--- src/logic/efd_pkg.sv ---
// Shared constants, types and helpers for the operand specifier decoder.
// Assumes one core clock; imported whole by the decoder module.
package efd_pkg;

  // Special operand codes
  localparam logic [6:0] CODE_CUR_BANK = 7'h70;
  localparam logic [6:0] CODE_PREV_BANK = 7'h74;
  localparam logic [6:0] CODE_INDEXED = 7'h7C;
  localparam logic [6:0] CODE_PC = 7'h7D;
  localparam logic [6:0] CODE_DOUBLE = 7'h7E;
  localparam logic [6:0] CODE_UNUSED = 7'h7F;

  // Size field encodings
  localparam logic [1:0] SZ_NONE = 2'h0;
  localparam logic [1:0] SZ_8 = 2'h1;
  localparam logic [1:0] SZ_16 = 2'h2;
  localparam logic [1:0] SZ_32 = 2'h3;

  // Register port map (word index)
  localparam logic [1:0] REG_STATUS = 2'h0;
  localparam logic [1:0] REG_MASK = 2'h1;
  localparam logic [1:0] REG_STATE = 2'h2;

  // Event bits of status and mask
  localparam int EVT_W = 3;
  localparam int EVT_ILLEGAL = 0;
  localparam int EVT_BANK = 1;
  localparam int EVT_DONE = 2;
  localparam logic [EVT_W-1:0] STATUS_RESET = 3'h0;
  localparam logic [EVT_W-1:0] MASK_RESET = 3'h0;
  localparam logic [31:0] ZERO_WORD = 32'h0000_0000;
  localparam logic [3:0] EXP_RESET = 4'h0;
  localparam logic [3:0] ONE_EXT_BYTE = 4'h1;
  localparam logic [3:0] TWO_EXT_BYTES = 4'h2;

  typedef enum logic [1:0] {BANK_GLOBAL, BANK_CURRENT, BANK_PREVIOUS} efd_bank_t;

  typedef enum logic [3:0] {
    MODE_REG_DIRECT, MODE_REG_IND, MODE_AUTO_INC, MODE_AUTO_DEC, MODE_IMM, MODE_ABS,
    MODE_SCALE, MODE_REG_INDEX, MODE_PC_INDEX, MODE_PC_REL, MODE_DOUBLE
  } efd_mode_t;

  typedef enum logic [2:0] {ST_CODE, ST_EXT1, ST_EXT2, ST_DISP, ST_READ, ST_CALC} efd_state_t;

  // Expansion bytes carried by a size field
  function automatic logic [3:0] disp_bytes(input logic [1:0] sz);
    unique case (sz)
      SZ_NONE: disp_bytes = 4'h0;
      SZ_8: disp_bytes = 4'h1;
      SZ_16: disp_bytes = 4'h2;
      SZ_32: disp_bytes = 4'h4;
    endcase
  endfunction

  // Sign extension of a gathered displacement
  function automatic logic [31:0] sext_disp(input logic [31:0] raw, input logic [1:0] sz);
    unique case (sz)
      SZ_NONE: sext_disp = ZERO_WORD;
      SZ_8: sext_disp = {{24{raw[7]}}, raw[7:0]};
      SZ_16: sext_disp = {{16{raw[15]}}, raw[15:0]};
      SZ_32: sext_disp = raw;
    endcase
  endfunction

endpackage

--- src/logic/efd_decoder.sv ---
// Operand specifier decoder: walks the bytes of one operand field, picks
// register banks, forms the effective address and flags faulting codes.
// Assumes fetch offers big-endian bytes synchronous to i_clk and a register
// file that answers one cycle after its read address settles.
//
// Summary of operation
// - Code 1111101 with first byte top bit 0 is PC-relative with index.
// - Code 1111101 with first byte starting 10 is plain PC-relative.
// - Code 1111110 is double indirect; sizes only 01 or 11, else illegal.
// - Code 1111111 and unused expansion patterns, such as 1111100 with first byte top bit 1, raise illegal instruction.
// - Code 1110000 is a current-bank prefix before an ordinary operand code.
// - Code 1110100 is a previous-bank prefix using current bank minus one.
// - Without prefix, base and index registers come from the global bank.
// - Bank prefixes only in ring mode; in global mode raise bank exception.
// - Prefixed base uses prefix bank; register-index index stays global, PC-index follows prefix.
// - Chained prefixes: only the last one counts.
// - Prefixed fields still take bit 7 as the accumulator bit.
// - Register indirect address is base plus sign-extended 0, 8, 16 or 32-bit displacement.
// - Accumulator bit set in two-operand instruction forces R0 destination, no destination field.
`timescale 1ns/1ns
module efd_decoder
  import efd_pkg::*;
#(
  parameter int BANK_W = 4
) (
  // Clock and reset
  input logic i_clk,
  input logic i_rst,
  // Instruction byte stream
  input logic i_byte_valid,
  input logic [7:0] i_byte,
  input logic i_two_operand,
  input logic [31:0] i_pc,
  output logic o_byte_ready,
  // Bank state
  input logic i_ring_mode,
  input logic [BANK_W-1:0] i_global_bank_number,
  input logic [BANK_W-1:0] i_current_bank_number,
  // Register file read
  output logic [BANK_W-1:0] o_base_bank,
  output logic [3:0] o_base_select,
  output logic [BANK_W-1:0] o_index_bank,
  output logic [3:0] o_index_select,
  input logic [31:0] i_base_data,
  input logic [31:0] i_index_data,
  // Decode results
  output logic o_done,
  output efd_mode_t o_mode,
  output logic [31:0] o_effective_address,
  output logic [31:0] o_outer_displacement,
  output logic [3:0] o_exp_bytes,
  output logic o_acc_dest,
  output logic o_expect_dest,
  output logic o_side_effect_en,
  output logic o_illegal_exc,
  output logic o_bank_exc,
  // Register port and interrupt
  input logic [1:0] i_reg_addr,
  input logic [31:0] i_reg_wdata,
  input logic i_reg_wr,
  input logic i_reg_rd,
  output logic [31:0] o_reg_rdata,
  output logic o_irq
);

  if (BANK_W < 1 || BANK_W > 8) begin : g_check
    $error("BANK_W must lie between 1 and 8");
  end

  // Bank number for a prefix selection
  function automatic logic [BANK_W-1:0] bank_of(input efd_bank_t sel, input logic [BANK_W-1:0] g,
                                                 input logic [BANK_W-1:0] c);
    unique case (sel)
      BANK_GLOBAL: bank_of = g;
      BANK_CURRENT: bank_of = c;
      BANK_PREVIOUS: bank_of = BANK_W'(c - 1'b1);
      default: bank_of = g;
    endcase
  endfunction

  efd_state_t state_reg, state_next;
  efd_mode_t mode_reg, mode_next;
  efd_bank_t bank_sel_reg;
  logic ready_reg;
  logic prefix_seen_reg;
  logic acc_reg, two_op_reg;
  logic [1:0] size_reg, size_next;
  logic [1:0] outer_size_reg;
  logic [1:0] scale_reg;
  logic long_index_reg;
  logic outer_phase_reg;
  logic [3:0] left_reg;
  logic [3:0] exp_total_reg;
  logic [6:0] code_reg;
  logic [31:0] disp_reg, outer_reg;
  logic [EVT_W-1:0] status_reg, mask_reg;

  // Byte handshake and field decode
  wire byte_fire = i_byte_valid & ready_reg;
  assign o_byte_ready = ready_reg;
  wire [6:0] code = i_byte[6:0];
  wire in_code = byte_fire && state_reg == ST_CODE;
  wire in_ext1 = byte_fire && state_reg == ST_EXT1;
  wire in_ext2 = byte_fire && state_reg == ST_EXT2;
  wire in_disp = byte_fire && state_reg == ST_DISP;
  wire is_prefix = code == CODE_CUR_BANK || code == CODE_PREV_BANK;
  wire [1:0] ext_size = i_byte[5:4];
  wire [1:0] inner_size = i_byte[7:6];
  wire [3:0] size_bytes = disp_bytes(size_next);
  wire last_disp = left_reg == 4'h1;

  wire bank_fault = in_code && is_prefix && !i_ring_mode;
  wire code_illegal = in_code && code == CODE_UNUSED;
  wire ext_illegal_idx = code_reg == CODE_INDEXED && i_byte[7];
  wire ext_illegal_pc = code_reg == CODE_PC && i_byte[7] && i_byte[6];
  wire ext_illegal_dbl = code_reg == CODE_DOUBLE && !(inner_size[0] && ext_size[0]);
  wire ext_illegal = in_ext1 && (ext_illegal_idx || ext_illegal_pc || ext_illegal_dbl);
  wire illegal_fault = code_illegal || ext_illegal;
  wire any_fault = illegal_fault || bank_fault;

  // Address arithmetic
  wire pc_based = mode_reg == MODE_PC_REL || mode_reg == MODE_PC_INDEX;
  wire no_base = mode_reg == MODE_IMM || mode_reg == MODE_ABS || mode_reg == MODE_REG_DIRECT;
  wire indexed = mode_reg == MODE_REG_INDEX || mode_reg == MODE_PC_INDEX;
  wire [31:0] disp_ext = sext_disp(disp_reg, size_reg);
  wire [31:0] outer_ext = sext_disp(outer_reg, outer_size_reg);
  wire [31:0] index_ext = long_index_reg ? i_index_data : {{16{i_index_data[15]}}, i_index_data[15:0]};
  wire [31:0] index_term = indexed ? index_ext << scale_reg : ZERO_WORD;
  wire [31:0] base_raw = pc_based ? i_pc : (no_base ? ZERO_WORD : i_base_data);
  wire [31:0] base_term = mode_reg == MODE_SCALE ? base_raw << scale_reg : base_raw;
  wire [31:0] ea_value = base_term + disp_ext + index_term;
  wire [BANK_W-1:0] prefix_bank = bank_of(prefix_seen_reg ? bank_sel_reg : BANK_GLOBAL,
                                          i_global_bank_number, i_current_bank_number);

  // Events and register port
  wire [EVT_W-1:0] events = {state_reg == ST_CALC, bank_fault, illegal_fault};
  wire rd_status = i_reg_rd && i_reg_addr == REG_STATUS;
  wire wr_mask = i_reg_wr && i_reg_addr == REG_MASK;
  wire [EVT_W-1:0] status_next = (status_reg & ~{EVT_W{rd_status}}) | events;
  wire [EVT_W-1:0] mask_next = wr_mask ? i_reg_wdata[EVT_W-1:0] : mask_reg;
  wire [31:0] rd_mux = i_reg_addr == REG_STATUS ? 32'(status_reg) :
                       i_reg_addr == REG_MASK ? 32'(mask_reg) :
                       i_reg_addr == REG_STATE ? 32'({prefix_seen_reg, bank_sel_reg, state_reg}) : ZERO_WORD;

  // Mode, size and next state
  always_comb begin
    mode_next = mode_reg;
    size_next = size_reg;
    state_next = state_reg;
    unique case (state_reg)
      ST_CODE: begin
        if (in_code && !is_prefix && !code_illegal) begin
          size_next = code[1:0];
          state_next = ST_DISP;
          if (!code[6]) begin
            mode_next = MODE_REG_IND;
            size_next = code[5:4];
            state_next = code[5:4] == SZ_NONE ? ST_READ : ST_DISP;
          end else begin
            unique case (code[5:4])
              2'h0: mode_next = MODE_REG_DIRECT;
              2'h1: mode_next = MODE_AUTO_INC;
              2'h2: mode_next = MODE_AUTO_DEC;
              2'h3: mode_next = !code[3] ? (code[2] ? MODE_ABS : MODE_IMM) :
                                (!code[2] ? MODE_SCALE : MODE_REG_INDEX);
            endcase
            if (code[5:4] != 2'h3) begin
              state_next = ST_READ;
            end else if (code[3]) begin
              state_next = ST_EXT1;
            end
          end
        end
      end
      ST_EXT1: begin
        if (in_ext1) begin
          state_next = ST_EXT2;
          if (mode_reg == MODE_SCALE) begin
            state_next = size_reg == SZ_NONE ? ST_READ : ST_DISP;
          end else if (code_reg == CODE_DOUBLE) begin
            mode_next = MODE_DOUBLE;
            size_next = inner_size;
            state_next = ST_DISP;
          end else if (code_reg == CODE_PC && !i_byte[7]) begin
            mode_next = MODE_PC_INDEX;
            size_next = ext_size;
          end else if (code_reg == CODE_PC) begin
            mode_next = MODE_PC_REL;
            size_next = ext_size;
            state_next = ext_size == SZ_NONE ? ST_READ : ST_DISP;
          end else begin
            size_next = ext_size;
          end
          if (ext_illegal) begin
            state_next = ST_CODE;
          end
        end
      end
      ST_EXT2: begin
        if (in_ext2) begin
          state_next = size_reg == SZ_NONE ? ST_READ : ST_DISP;
        end
      end
      ST_DISP: begin
        if (in_disp && last_disp && !(mode_reg == MODE_DOUBLE && !outer_phase_reg)) begin
          state_next = ST_READ;
        end
      end
      ST_READ: state_next = ST_CALC;
      ST_CALC: state_next = ST_CODE;
    endcase
  end

  // Sequencer and operand fields
  always_ff @(posedge i_clk or posedge i_rst) begin
    if (i_rst) begin
      state_reg <= ST_CODE;
      ready_reg <= 1'b0;
      mode_reg <= MODE_REG_DIRECT;
      size_reg <= SZ_NONE;
      code_reg <= 7'h00;
      left_reg <= EXP_RESET;
      outer_phase_reg <= 1'b0;
      outer_size_reg <= SZ_NONE;
    end else begin
      state_reg <= state_next;
      ready_reg <= state_next != ST_READ && state_next != ST_CALC;
      mode_reg <= mode_next;
      size_reg <= size_next;
      if (in_code) begin
        code_reg <= code;
        outer_phase_reg <= 1'b0;
      end
      if (in_ext1 && code_reg == CODE_DOUBLE) begin
        outer_size_reg <= ext_size;
      end
      if (state_next == ST_DISP && state_reg != ST_DISP) begin
        left_reg <= size_bytes;
      end else if (in_disp && last_disp) begin
        outer_phase_reg <= 1'b1;
        left_reg <= disp_bytes(outer_size_reg);
      end else if (in_disp) begin
        left_reg <= left_reg - 4'h1;
      end
    end
  end

  // Prefixes, register selects and displacement bytes
  always_ff @(posedge i_clk or posedge i_rst) begin
    if (i_rst) begin
      bank_sel_reg <= BANK_GLOBAL;
      prefix_seen_reg <= 1'b0;
      acc_reg <= 1'b0;
      two_op_reg <= 1'b0;
      o_base_bank <= '0;
      o_base_select <= 4'h0;
      o_index_bank <= '0;
      o_index_select <= 4'h0;
      scale_reg <= 2'h0;
      long_index_reg <= 1'b0;
      disp_reg <= ZERO_WORD;
      outer_reg <= ZERO_WORD;
      exp_total_reg <= EXP_RESET;
    end else begin
      if (in_code && !prefix_seen_reg) begin
        // Accumulator bit from first field byte
        acc_reg <= i_byte[7];
        two_op_reg <= i_two_operand;
      end
      if (in_code && is_prefix && i_ring_mode) begin
        bank_sel_reg <= code == CODE_CUR_BANK ? BANK_CURRENT : BANK_PREVIOUS;
        prefix_seen_reg <= 1'b1;
      end else if (any_fault || state_reg == ST_CALC) begin
        bank_sel_reg <= BANK_GLOBAL;
        prefix_seen_reg <= 1'b0;
      end
      if (in_code && !is_prefix) begin
        o_base_bank <= prefix_bank;
        o_base_select <= code[3:0];
        disp_reg <= ZERO_WORD;
        outer_reg <= ZERO_WORD;
        scale_reg <= 2'h0;
        // Bytes implied by the code alone
        exp_total_reg <= code[6] && code[5:4] == 2'h3 && code[3] ? ONE_EXT_BYTE :
                         (state_next == ST_DISP ? size_bytes : EXP_RESET);
      end
      if (in_ext1) begin
        long_index_reg <= i_byte[6];
        if (mode_reg == MODE_SCALE) begin
          scale_reg <= i_byte[5:4];
          o_base_select <= i_byte[3:0];
          exp_total_reg <= ONE_EXT_BYTE + disp_bytes(size_reg);
        end else if (code_reg == CODE_DOUBLE) begin
          o_base_select <= i_byte[3:0];
          exp_total_reg <= ONE_EXT_BYTE + disp_bytes(inner_size) + disp_bytes(ext_size);
        end else if (state_next == ST_EXT2) begin
          o_base_select <= i_byte[3:0];
          exp_total_reg <= TWO_EXT_BYTES + size_bytes;
        end else begin
          exp_total_reg <= ONE_EXT_BYTE + size_bytes;
        end
      end
      if (in_ext2) begin
        scale_reg <= i_byte[5:4];
        o_index_select <= i_byte[3:0];
        o_index_bank <= mode_reg == MODE_PC_INDEX ? prefix_bank : i_global_bank_number;
      end
      if (in_disp && outer_phase_reg) begin
        outer_reg <= {outer_reg[23:0], i_byte};
      end else if (in_disp) begin
        disp_reg <= {disp_reg[23:0], i_byte};
      end
    end
  end

  // Results and exceptions
  always_ff @(posedge i_clk or posedge i_rst) begin
    if (i_rst) begin
      o_done <= 1'b0;
      o_mode <= MODE_REG_DIRECT;
      o_effective_address <= ZERO_WORD;
      o_outer_displacement <= ZERO_WORD;
      o_exp_bytes <= EXP_RESET;
      o_acc_dest <= 1'b0;
      o_expect_dest <= 1'b0;
      o_side_effect_en <= 1'b0;
      o_illegal_exc <= 1'b0;
      o_bank_exc <= 1'b0;
    end else begin
      o_done <= state_reg == ST_CALC;
      o_illegal_exc <= illegal_fault;
      o_bank_exc <= bank_fault;
      o_side_effect_en <= state_reg == ST_CALC && (mode_reg == MODE_AUTO_INC || mode_reg == MODE_AUTO_DEC);
      if (state_reg == ST_CALC) begin
        o_mode <= mode_reg;
        o_effective_address <= ea_value;
        o_outer_displacement <= outer_ext;
        o_exp_bytes <= exp_total_reg;
        o_acc_dest <= acc_reg && two_op_reg;
        o_expect_dest <= two_op_reg && !acc_reg;
      end
    end
  end

  // Status, mask, read data and interrupt
  always_ff @(posedge i_clk or posedge i_rst) begin
    if (i_rst) begin
      status_reg <= STATUS_RESET;
      mask_reg <= MASK_RESET;
      o_reg_rdata <= ZERO_WORD;
      o_irq <= 1'b0;
    end else begin
      status_reg <= status_next;
      mask_reg <= mask_next;
      o_reg_rdata <= i_reg_rd ? rd_mux : ZERO_WORD;
      o_irq <= |(status_next & mask_next);
    end
  end
endmodule

--- config.mk ---
export PLATFORM = sky130hd
export DESIGN_NAME = efd_decoder
export DESIGN_NICKNAME = d
export VERILOG_FILES = /design/src/logic/efd_pkg.sv /design/src/logic/efd_decoder.sv
export SDC_FILE = /design/constraint.sdc
export NUM_CORES = 1
export LEC_CHECK = 0
export BUFFER_PORTS_ARGS = -buffer_cell sky130_fd_sc_hd__buf_2
export CAP_MARGIN = 20
export CORE_ASPECT_RATIO = 1.25
export CORE_MARGIN = 5
export CORE_UTILIZATION = 34
export CTS_CLUSTER_DIAMETER = 60
export DETAILED_ROUTE_END_ITERATION = 16
export GPL_TIMING_DRIVEN = 0
export MAX_ROUTING_LAYER = met4
export PLACE_DENSITY_LB_ADDON = 0.2
export SETUP_SLACK_MARGIN = 0.1
export SYNTH_ARGS = -nofsm -noshare
export SYNTH_HDL_FRONTEND = slang
export SYNTH_SLANG_ARGS = --single-unit
export TNS_END_PERCENT = 5
--- constraint.sdc ---
create_clock -name i_clk -period 6.95 [get_ports i_clk]
set_input_delay 0 -clock i_clk [delete_from_list [all_inputs] [get_ports i_clk]]
set_output_delay 0 -clock i_clk [all_outputs]
set_load 0.005 [all_outputs]
* Word-level counts from Yosys, hierarchy flattened
Index checks and enable logic that the tools add are counted.
Storage, ports and cells: register bits after elaboration 207, bits in latches 0, memory bits (writable) 0, ROM bits 0, input port bits 153, output and inout bits 128, word-level logic and storage cells 261, memories kept 0
Operators by class: $add $sub $neg 9, multipliers 0, div/mod/pow operators 0, magnitude comparators 0, equality and inequality tests 50, shift-type cells 2, muxes and demuxes 93, bitwise operators 5, reduce and logical (&&, ||, !) cells 67
Operator list (count):
- 2-to-1 mux 32 bit | 10
- one-hot mux 32 bit (4 select lines) | 2
- 2-to-1 mux 4 bit | 31
- one-hot mux 4 bit (4 select lines) | 6
- adder 32 bit | 2
- << shifter 32 x 2 -> 32 bit | 2
- equality test 7 bit (second input constant) | 6
- 2-to-1 mux 3 bit | 14
- logical AND 1 bit | 32
- 2-to-1 mux 2 bit | 15
- equality test 2 bit (second input constant) | 12
- 2-to-1 mux 6 bit | 4
- one-hot mux 3 bit (6 select lines) | 1
- equality test 4 x 3 -> 1 bit (second input constant) | 4
- one-hot mux 4 bit (2 select lines) | 2
- equality test 2 x 1 -> 1 bit (second input constant) | 7
- adder 1 x 4 -> 4 bit (first input constant) | 3
- equality test 3 x 2 -> 1 bit (second input constant) | 4
- equality test 4 bit (second input constant) | 3
- logical NOT 2 bit | 6
- logical OR 1 bit | 11
- logical NOT 1 bit | 9
- equality test 4 x 2 -> 1 bit (second input constant) | 2
- nonzero test 2 bit | 4
- other kinds (22) | 34

* Longest topological paths before layout
Gate-level depths: netlist (run 1).
word-level depth 14, depth in mapped cells 22, mapped depth without buffers 19

* Worst setup path before layout (run 1)
No wires, ideal clock.
kind reg2reg, start reg mode_reg[3], end reg o_effective_address[31], library setup time 82 ps, data arrival time 4849 ps, path slack 2019 ps, cell stages (with the launch flop) 21, path buffers 3, period minus slack after synthesis 4931 ps, path through dfrtp_1 buf_2 nor3b_1 a211o_1 clkbuf_1 clkbuf_1 a22oi_1 mux2i_1 a31oi_1 fa_1 inv_1 ha_1 fa_1 a21oi_1 nor2_1 o211ai_1 a31oi_1 a311oi_1 nor4_1 or4_1 a31oi_1
Between the ends: word-level cells in the longest chain between the ends 9, elaborated cells on any way between the ends 18, classes of those cells add/sub (2); eq/ne (6); shift (1); mux (4); reduce/logical (5)
RTL lines:
- from (decl) | line efd_decoder.sv:82 | efd_mode_t mode_reg, mode_next;
- from (signal assigned) | line efd_decoder.sv:228 | mode_reg <= mode_next;
- equality test 4 x 3 -> 1 bit | line efd_decoder.sv:123 | wire no_base = mode_reg == MODE_IMM || mode_reg == MODE_ABS || mode_reg == MODE_REG_DIRECT;
- logical OR 1 bit (2 in a row) | line efd_decoder.sv:123
- 2-to-1 mux 32 bit (2 in a row) | line efd_decoder.sv:129 | wire [31:0] base_raw = pc_based ? i_pc : (no_base ? ZERO_WORD : i_base_data);
- << shifter 32 x 2 -> 32 bit | line efd_decoder.sv:130 | wire [31:0] base_term = mode_reg == MODE_SCALE ? base_raw << scale_reg : base_raw;
- 2-to-1 mux 32 bit | line efd_decoder.sv:130
- adder 32 bit | line efd_decoder.sv:131 | wire [31:0] ea_value = base_term + disp_ext + index_term;
- adder 32 bit (*) | line efd_decoder.sv:131
- to (signal assigned) | line efd_decoder.sv:336 | o_effective_address <= ea_value;
- to (decl) | line efd_decoder.sv:49 | output logic [31:0] o_effective_address,
Mark *: on every way between the ends. The rest lies on a longest branch, timed or not. A chain may end at the register's enable or synchronous reset.

* Worst setup path after layout (run 1)
Same ends and word-level chain as after synthesis.

==> summary.md, run 1 <==
| Metric | Value |
|---|---|
| Critical Path RT | 7.43 ns |
| Capturing element type of the critical path | flip-flop |
| Final worst path period share | 90.7% |
| Distinct cells, synth | 78 |
| Area enclosed by the die boundary | 46200 um^2 |
| Antenna violations before repair | 3 |
| Number of fillers in the final layout | 4386 |
| Number of failing hold endpoints at the final stage | 0 |
| Layout Nets | 2179 |
| Core ar. | 41800 um^2 |
| Class of the most critical hold timing path | in -> reg |
| Yosys top cell area share | 36.3% |
| Clock transition at path regs | 0.06 ns |
| Startpoint Class | flip-flop |
| RSZ-0062 raised after global routing | false |
| Count of endpoints failing setup in the final report | 0 |
| Mean instance size in the synthesized netlist | 8.67 um^2 |
| Final setup TNS | 0 ns |
| Number of setup buffers added after CTS | 0 |
| Pin count of the biggest net entering global routing | 122 |
| Max-slew headroom | 30.6% |
| Outcome | completed |
| Clock root buffer master | sky130_fd_sc_hd__clkbuf_16 |
| TritonCTS buffer count | 25 |
| Drt via density | 5.18 |
| Highest clock rate | 159 MHz |
| Number of storage elements in the synthesis netlist | 207 |
| Post-DRT Antenna Nets | 0 |
| Ranking of synthesized cells by area | sky130_fd_sc_hd__dfrtp_1, sky130_fd_sc_hd__nand2_1, sky130_fd_sc_hd__a22o_1 |
| Proportion of layout cells with a drive suffix above 1 | 16.9% |
| Area used by sequential logic in the layout | 5180 um^2 |
| Initial standard-cell utilization of the core | 34.1% |
| Lkg Pwr | 8.44 nW |
| CTS H-tree lvls | 1 |
| Wire length per cell | 19.6 um |
| Routed via count | 13.1k |
| Number of buffers added to fix hold violations after cts | 27 |
| Number of ports placed on the die boundary | 281 |
| Commonest non-fill, non-tap cell in the layout | sky130_fd_sc_hd__nand2_1 |
| All-layer global routing usage | 21.2% |
| Cell count after synthesis | 1648 |
| Total power density per cell area | 432 nW/um^2 |
| Crit path kind | reg -> reg |
| Vias in the first global route | 13.1k |
| Maximum ir drop on the vdd rail | 0.187 mV |
| Yosys warning count | 0 |
| Clock tree from TritonCTS | done |
| Clock latency at the later pin of the worst-skew pair | 0.55 ns |
| HPWL after detailed placement | 39.4 mm |
| Max-capacitance violation count | 0 |
| Final design utilization | 41.4% |
| Max-slew violations | 0 |
| Leading register cell type out of synthesis | sky130_fd_sc_hd__dfrtp_1 |
| Clock Path Buffers | 3 |
| Final Critical Period | 6.30 ns |
| Gates resized, CTS repair | 0 |
| Router iterations before antenna repair | 6 |
| Clk_skew | 0.0133 ns |
| Total Wirelength | 49.4 mm |
| Post-synthesis async set-or-reset flop share | 100% |
| Final global-route overflow total | 0 |
| Die extent in y | 239 um |
| Remaining DRCs | 0 |
| Critical Path Fanout Max | 10 |
| Routability-driven placement congestion ratio | 0.898 |
| Port Buf Inserts | 218 |
| Post-Synthesis Cell Area | 14300 um^2 |
| Number of placement rows | 84 |
| Synth-to-layout area growth | 21.2% |
| Wire length of the first global-routing pass | 75.7 mm |
| Most area-hungry cell type in the Yosys netlist | sky130_fd_sc_hd__dfrtp_1 |
| Summed area of non-filler cells in the final layout | 17300 um^2 |
| Data arrival time of the critical path | 6.78 ns |
| Multi-input logic area | 8260 um^2 |
| Horiz. Die Dim | 193 um |
| Number of enable-type register cells in the synthesized netlist | 0 |
| Count of clock tree sinks | 207 |
| Portion of the post-synthesis area used by sequential elements | 36.3% |
| Commonest non-fill, non-tap cells in the layout | sky130_fd_sc_hd__nand2_1, sky130_fd_sc_hd__buf_2, sky130_fd_sc_hd__dfrtp_1 |
| Post-Place Cell Area | 16200 um^2 |
| Transition time of the tightest slew-check pin | 1.03 ns |
| Detailed Route Iter0 Violations | 835 |
[report_power, final]
group	internal [mW]	total (mW)	switching [mW]
sequential	1.64	1.95	0.314
combinational	1.62	4.20	2.58
clock	0.778	1.33	0.548
[worst paths after layout]
check	slack (ns)	from	cells past startpoint	end
worst max-delay path	0.65	mode_reg[3]	20	o_effective_address[31]
worst min-delay path	0.05	i_reg_wr	4	o_irq
worst max register to register	0.65	mode_reg[3]	20	o_effective_address[31]
worst min register to register	0.46	o_outer_displacement[4]	2	o_outer_displacement[4]
max in group asynchronous	5.86	i_rst	4	scale_reg[1]
min in group asynchronous	0.08	i_rst	3	o_outer_displacement[11]
[worst max-delay path: stages, from the launching register on]
cell	delay [ns]
sky130_fd_sc_hd__dfrtp_1	0.36
sky130_fd_sc_hd__buf_2	0.19
sky130_fd_sc_hd__nor3b_1	0.29
sky130_fd_sc_hd__a211o_1	0.33
sky130_fd_sc_hd__clkbuf_1	0.38
sky130_fd_sc_hd__clkbuf_1	0.47
sky130_fd_sc_hd__a22oi_1	0.30
sky130_fd_sc_hd__mux2i_1	0.27
sky130_fd_sc_hd__a31oi_1	0.16
sky130_fd_sc_hd__fa_1	0.57
sky130_fd_sc_hd__inv_1	0.04
sky130_fd_sc_hd__ha_1	0.21
sky130_fd_sc_hd__fa_1	0.48
sky130_fd_sc_hd__a21oi_1	0.24
sky130_fd_sc_hd__nor2_1	0.13
sky130_fd_sc_hd__o211ai_1	0.27
sky130_fd_sc_hd__a31oi_1	0.19
sky130_fd_sc_hd__a311oi_1	0.54
sky130_fd_sc_hd__nor4_1	0.16
sky130_fd_sc_hd__or4_1	0.50
sky130_fd_sc_hd__a31oi_1	0.17
[logic make-up after synthesis]
group                      count (synthesis)  synth area share, %
muxes                                     82                 6.88
adders and majority gates                 80                 8.74
xor gates and xnor gates                  24                 1.47
other                                      1               0.0263
buffers and inverters                    220                 6.53
and+or+nand+nor                          574                 18.3
DFF                                      207                 36.3
AOI/OAI and AO/OA                        460                 21.7
[metrics by stage]
stage                     setup slack [ns]  hold slack, ns  total power, mW  cells
after detailed placement             0.645           0.142             6.14   2451
after floorplan                       1.30          0.0864             4.72   1673
final                                0.645          0.0535             7.48   2525
after global routing                 0.255          0.0319             8.07   2525
after global placement               -1.08           0.238             6.10   2450
after CTS                            0.629         0.00383             7.52   2522
[layer usage]
layer,share of wire [%],global-route usage (%),routed length (um),vias up
met5,0,-,0,-
met1,44,27.5,21700,6289
li1,-,-,-,6352
met2,48,34.9,23600,362
met3,4.8,2.48,2390,76
met4,3.5,7.04,1710,0
[synthesized netlist by cell type (all sizes together) (37+ instances only)]
cell type / number
nand3: 37
a21o: 47
a21oi: 80
ha: 47
o21ai: 129
nor2: 122
dfrtp: 207
a22o: 92
buf: 48
clkbuf: 85
nand2: 273
inv: 86
mux2i: 55
[layout make-up]
type                    instances  area share [%]
multi-input cells            1246            47.7
flip-flops and latches        207            29.9
repair buffers                246            8.02
well taps                     559            4.04
clock buffers                  33            3.96
plain buffers                 133            3.50
inverters                      87            1.93
clock inverters                11           0.831
diodes                          3          0.0434
Power figures use the tool's default switching activity.
==> run 2: changes to the inputs <==
--- a/config.mk
+++ b/config.mk
@@ -5,8 +5,11 @@
 export SDC_FILE = /design/constraint.sdc
 export NUM_CORES = 1
 export LEC_CHECK = 0
+export ABC_AREA = 1
 export BUFFER_PORTS_ARGS = -buffer_cell sky130_fd_sc_hd__buf_2
 export CAP_MARGIN = 20
+export CELL_PAD_IN_SITES_DETAIL_PLACEMENT = 1
+export CELL_PAD_IN_SITES_GLOBAL_PLACEMENT = 1
 export CORE_ASPECT_RATIO = 1.25
 export CORE_MARGIN = 5
 export CORE_UTILIZATION = 34
==> summary.md, run 2 <==
| Metric | Value |
|---|---|
| Outcome | completed |
| Routed via count | 14.9k |
| Max-slew violations | 0 |
| Number of buffers added to fix hold violations after cts | 28 |
| Ranking of synthesized cells by area | sky130_fd_sc_hd__dfrtp_1, sky130_fd_sc_hd__nand2_1, sky130_fd_sc_hd__o21ai_0 |
| Source of the worst hold timing path | i_byte_valid |
| HPWL after detailed placement | 48.3 mm |
| Vias in the first global route | 15.9k |
| Routability-driven placement congestion ratio | 0.973 |
| Count of clock tree sinks | 207 |
| Critical Path RT | 7.36 ns |
| Yosys warning count | 0 |
| Antenna Cells | 0 |
| Final Critical Period | 5.71 ns |
| Worst reg2reg setup slack | 1.24 ns |
| Number of failing hold endpoints at the final stage | 0 |
| Number of ports placed on the die boundary | 281 |
| Mean instance size in the synthesized netlist | 7.23 um^2 |
| Maximum ir drop on the vdd rail | 0.146 mV |
| Post-DRT Antenna Nets | 0 |
| Clock Path Buffers | 3 |
| Transition time of the tightest slew-check pin | 0.883 ns |
| Startpoint Class | flip-flop |
| Lkg Pwr | 9.26 nW |
| Final hold slack | 0.0152 ns |
| Most instantiated library cell after synthesis | sky130_fd_sc_hd__nand2_1 |
| Critical Path Fanout Max | 10 |
| Most area-hungry cell type in the Yosys netlist | sky130_fd_sc_hd__dfrtp_1 |
| Die extent in y | 241 um |
| Cell count after synthesis | 2007 |
| Wire length of the first global-routing pass | 92.0 mm |
| Post-synthesis async set-or-reset flop share | 100% |
| Core ar. | 42100 um^2 |
| RSZ-0062 raised after global routing | false |
| Total power | 3.19 mW |
| Summed area of non-filler cells in the final layout | 17700 um^2 |
| Final worst path period share | 82.1% |
| Pin count of the biggest net entering global routing | 124 |
| Initial standard-cell utilization of the core | 34.4% |
| Final design utilization | 42.0% |
| Commonest non-fill, non-tap cells in the layout | sky130_fd_sc_hd__nand2_1, sky130_fd_sc_hd__buf_2, sky130_fd_sc_hd__inv_1 |
| Number of setup buffers added after CTS | 0 |
| Synth-to-layout area growth | 21.9% |
| Area enclosed by the die boundary | 46900 um^2 |
| Count of endpoints failing setup in the final report | 0 |
| Clock latency at the later pin of the worst-skew pair | 0.54 ns |
| Drt via density | 5.14 |
| Router iterations before antenna repair | 5 |
| Clock tree from TritonCTS | done |
| End of the worst hold path | code_reg[1] |
| Crit path kind | reg -> reg |
| Gates resized, CTS repair | 0 |
| Critical R2R Capture | o_effective_address[31] |
| Reg-to-reg startpoint | mode_reg[0] |
| CTS H-tree lvls | 1 |
| TritonCTS buffer count | 25 |
| Reg2Reg Depth | 22 |
| Distinct cells, synth | 57 |
| Most numerous cell types in the synthesized netlist | sky130_fd_sc_hd__nand2_1, sky130_fd_sc_hd__inv_1, sky130_fd_sc_hd__dfrtp_1 |
| Total power density per cell area | 180 nW/um^2 |
| Capturing element type of the critical path | flip-flop |
| Max-capacitance violation count | 0 |
| Number of cells on the worst hold path | 5 |
| Horiz. Die Dim | 195 um |
| Yosys top cell area share | 35.7% |
| All-layer global routing usage | 25.6% |
| Total Wirelength | 59.3 mm |
| Antenna violations before repair | 1 |
| Commonest non-fill, non-tap cell in the layout | sky130_fd_sc_hd__nand2_1 |
| Highest clock rate | 175 MHz |
| Layout Nets | 2546 |
| Remaining DRCs | 0 |
| Number of storage elements in the synthesis netlist | 207 |
| Portion of the post-synthesis area used by sequential elements | 35.7% |
| Final global-route overflow total | 0 |
| Number of enable-type register cells in the synthesized netlist | 0 |
| Wire length per cell | 20.5 um |
| Detailed Route Iter0 Violations | 800 |
| Proportion of layout cells with a drive suffix above 1 | 16.3% |
| Post-Synthesis Cell Area | 14500 um^2 |
| Port Buf Inserts | 225 |
| Data arrival time of the critical path | 6.12 ns |
| Class of the most critical hold timing path | in -> reg |
| Final setup TNS | 0 ns |
| Clk_skew | 0.0180 ns |
| Max-slew headroom | 40.5% |
| Clock root buffer master | sky130_fd_sc_hd__clkbuf_16 |
| Number of placement rows | 84 |
| Post-Place Cell Area | 16500 um^2 |
| Leading register cell type out of synthesis | sky130_fd_sc_hd__dfrtp_1 |
| Clock transition at path regs | 0.06 ns |
[run 2: layout make-up]
class | instances | area, um^2
Buffer | 120 | 584
Clock buffer | 28 | 657
Clock inverter | 17 | 292
Fill cell | 5383 | 24400
Inverter | 237 | 900
Multi-Input combinational cell | 1468 | 7950
Sequential cell | 207 | 5180
Tap cell | 559 | 699
Timing Repair Buffer | 254 | 1430
[run 2: kinds of logic after synthesis]
logic type,after synthesis,synth area share (%)
fa+ha+maj,80,8.60
xor+xnor,21,1.27
buf+inv,357,10.2
simple gates,882,26.0
other cells,1,0.0258
mux,5,0.362
flops,207,35.7
compound gates,454,17.9
[run 2: stage by stage]
| step | instances | worst slack (ns) |
|---|---|---|
| 6_report | 2890 | 1.24 |
| 4_1_cts | 2890 | 1.29 |
| 5_1_grt | 2890 | 0.948 |
| 3_5_place_dp | 2817 | 1.34 |
| 2_1_floorplan | 2032 | 1.30 |
| 3_3_place_gp | 2816 | -1.25 |
[run 2: worst max path at each step]
stage	start	end	slack (ns)
final	mode_reg[0]	o_effective_address[31]	1.24
after global routing	mode_reg[0]	o_effective_address[31]	0.95
after CTS	mode_reg[0]	o_effective_address[31]	1.29
after detailed placement	mode_reg[0]	o_effective_address[31]	1.34
after global placement	i_rst	long_index_reg	-1.25
after floorplan	i_rst	acc_reg	1.30
[run 2: worst max-delay path, stage by stage (launching register included)]
cell                       delay, ns
sky130_fd_sc_hd__dfrtp_1        0.40
sky130_fd_sc_hd__inv_2          0.20
sky130_fd_sc_hd__nand4_2        0.53
sky130_fd_sc_hd__nor2_2         0.59
sky130_fd_sc_hd__inv_1          0.27
sky130_fd_sc_hd__clkbuf_1       0.34
sky130_fd_sc_hd__o22ai_1        0.28
sky130_fd_sc_hd__inv_1          0.12
sky130_fd_sc_hd__fa_1           0.55
sky130_fd_sc_hd__inv_1          0.05
sky130_fd_sc_hd__ha_1           0.21
sky130_fd_sc_hd__fa_1           0.46
sky130_fd_sc_hd__nand2_1        0.09
sky130_fd_sc_hd__nand2_1        0.05
sky130_fd_sc_hd__o21ai_0        0.21
sky130_fd_sc_hd__o211ai_2       0.26
sky130_fd_sc_hd__a21oi_1        0.33
sky130_fd_sc_hd__inv_1          0.07
sky130_fd_sc_hd__nand2_1        0.07
sky130_fd_sc_hd__nand3_1        0.08
sky130_fd_sc_hd__nand3b_1       0.18
sky130_fd_sc_hd__nand3_1        0.16
sky130_fd_sc_hd__nand2_1        0.07
[run 2: routing by layer]
layer,up-vias,wire (um),track usage (%)
met5,-,0,-
met4,0,3240,11.9
met3,103,2050,2.56
met2,360,29900,45.7
met1,7258,24100,29.0
li1,7132,-,-
[run 2: power by group]
part / internal (mW) / switching (mW) / leakage [nW] / total (mW)
sequential: 1.21 / 0.00151 / 2.52 / 1.21
clock: 0.948 / 0.565 / 0.464 / 1.51
combinational: 0.169 / 0.295 / 6.28 / 0.464
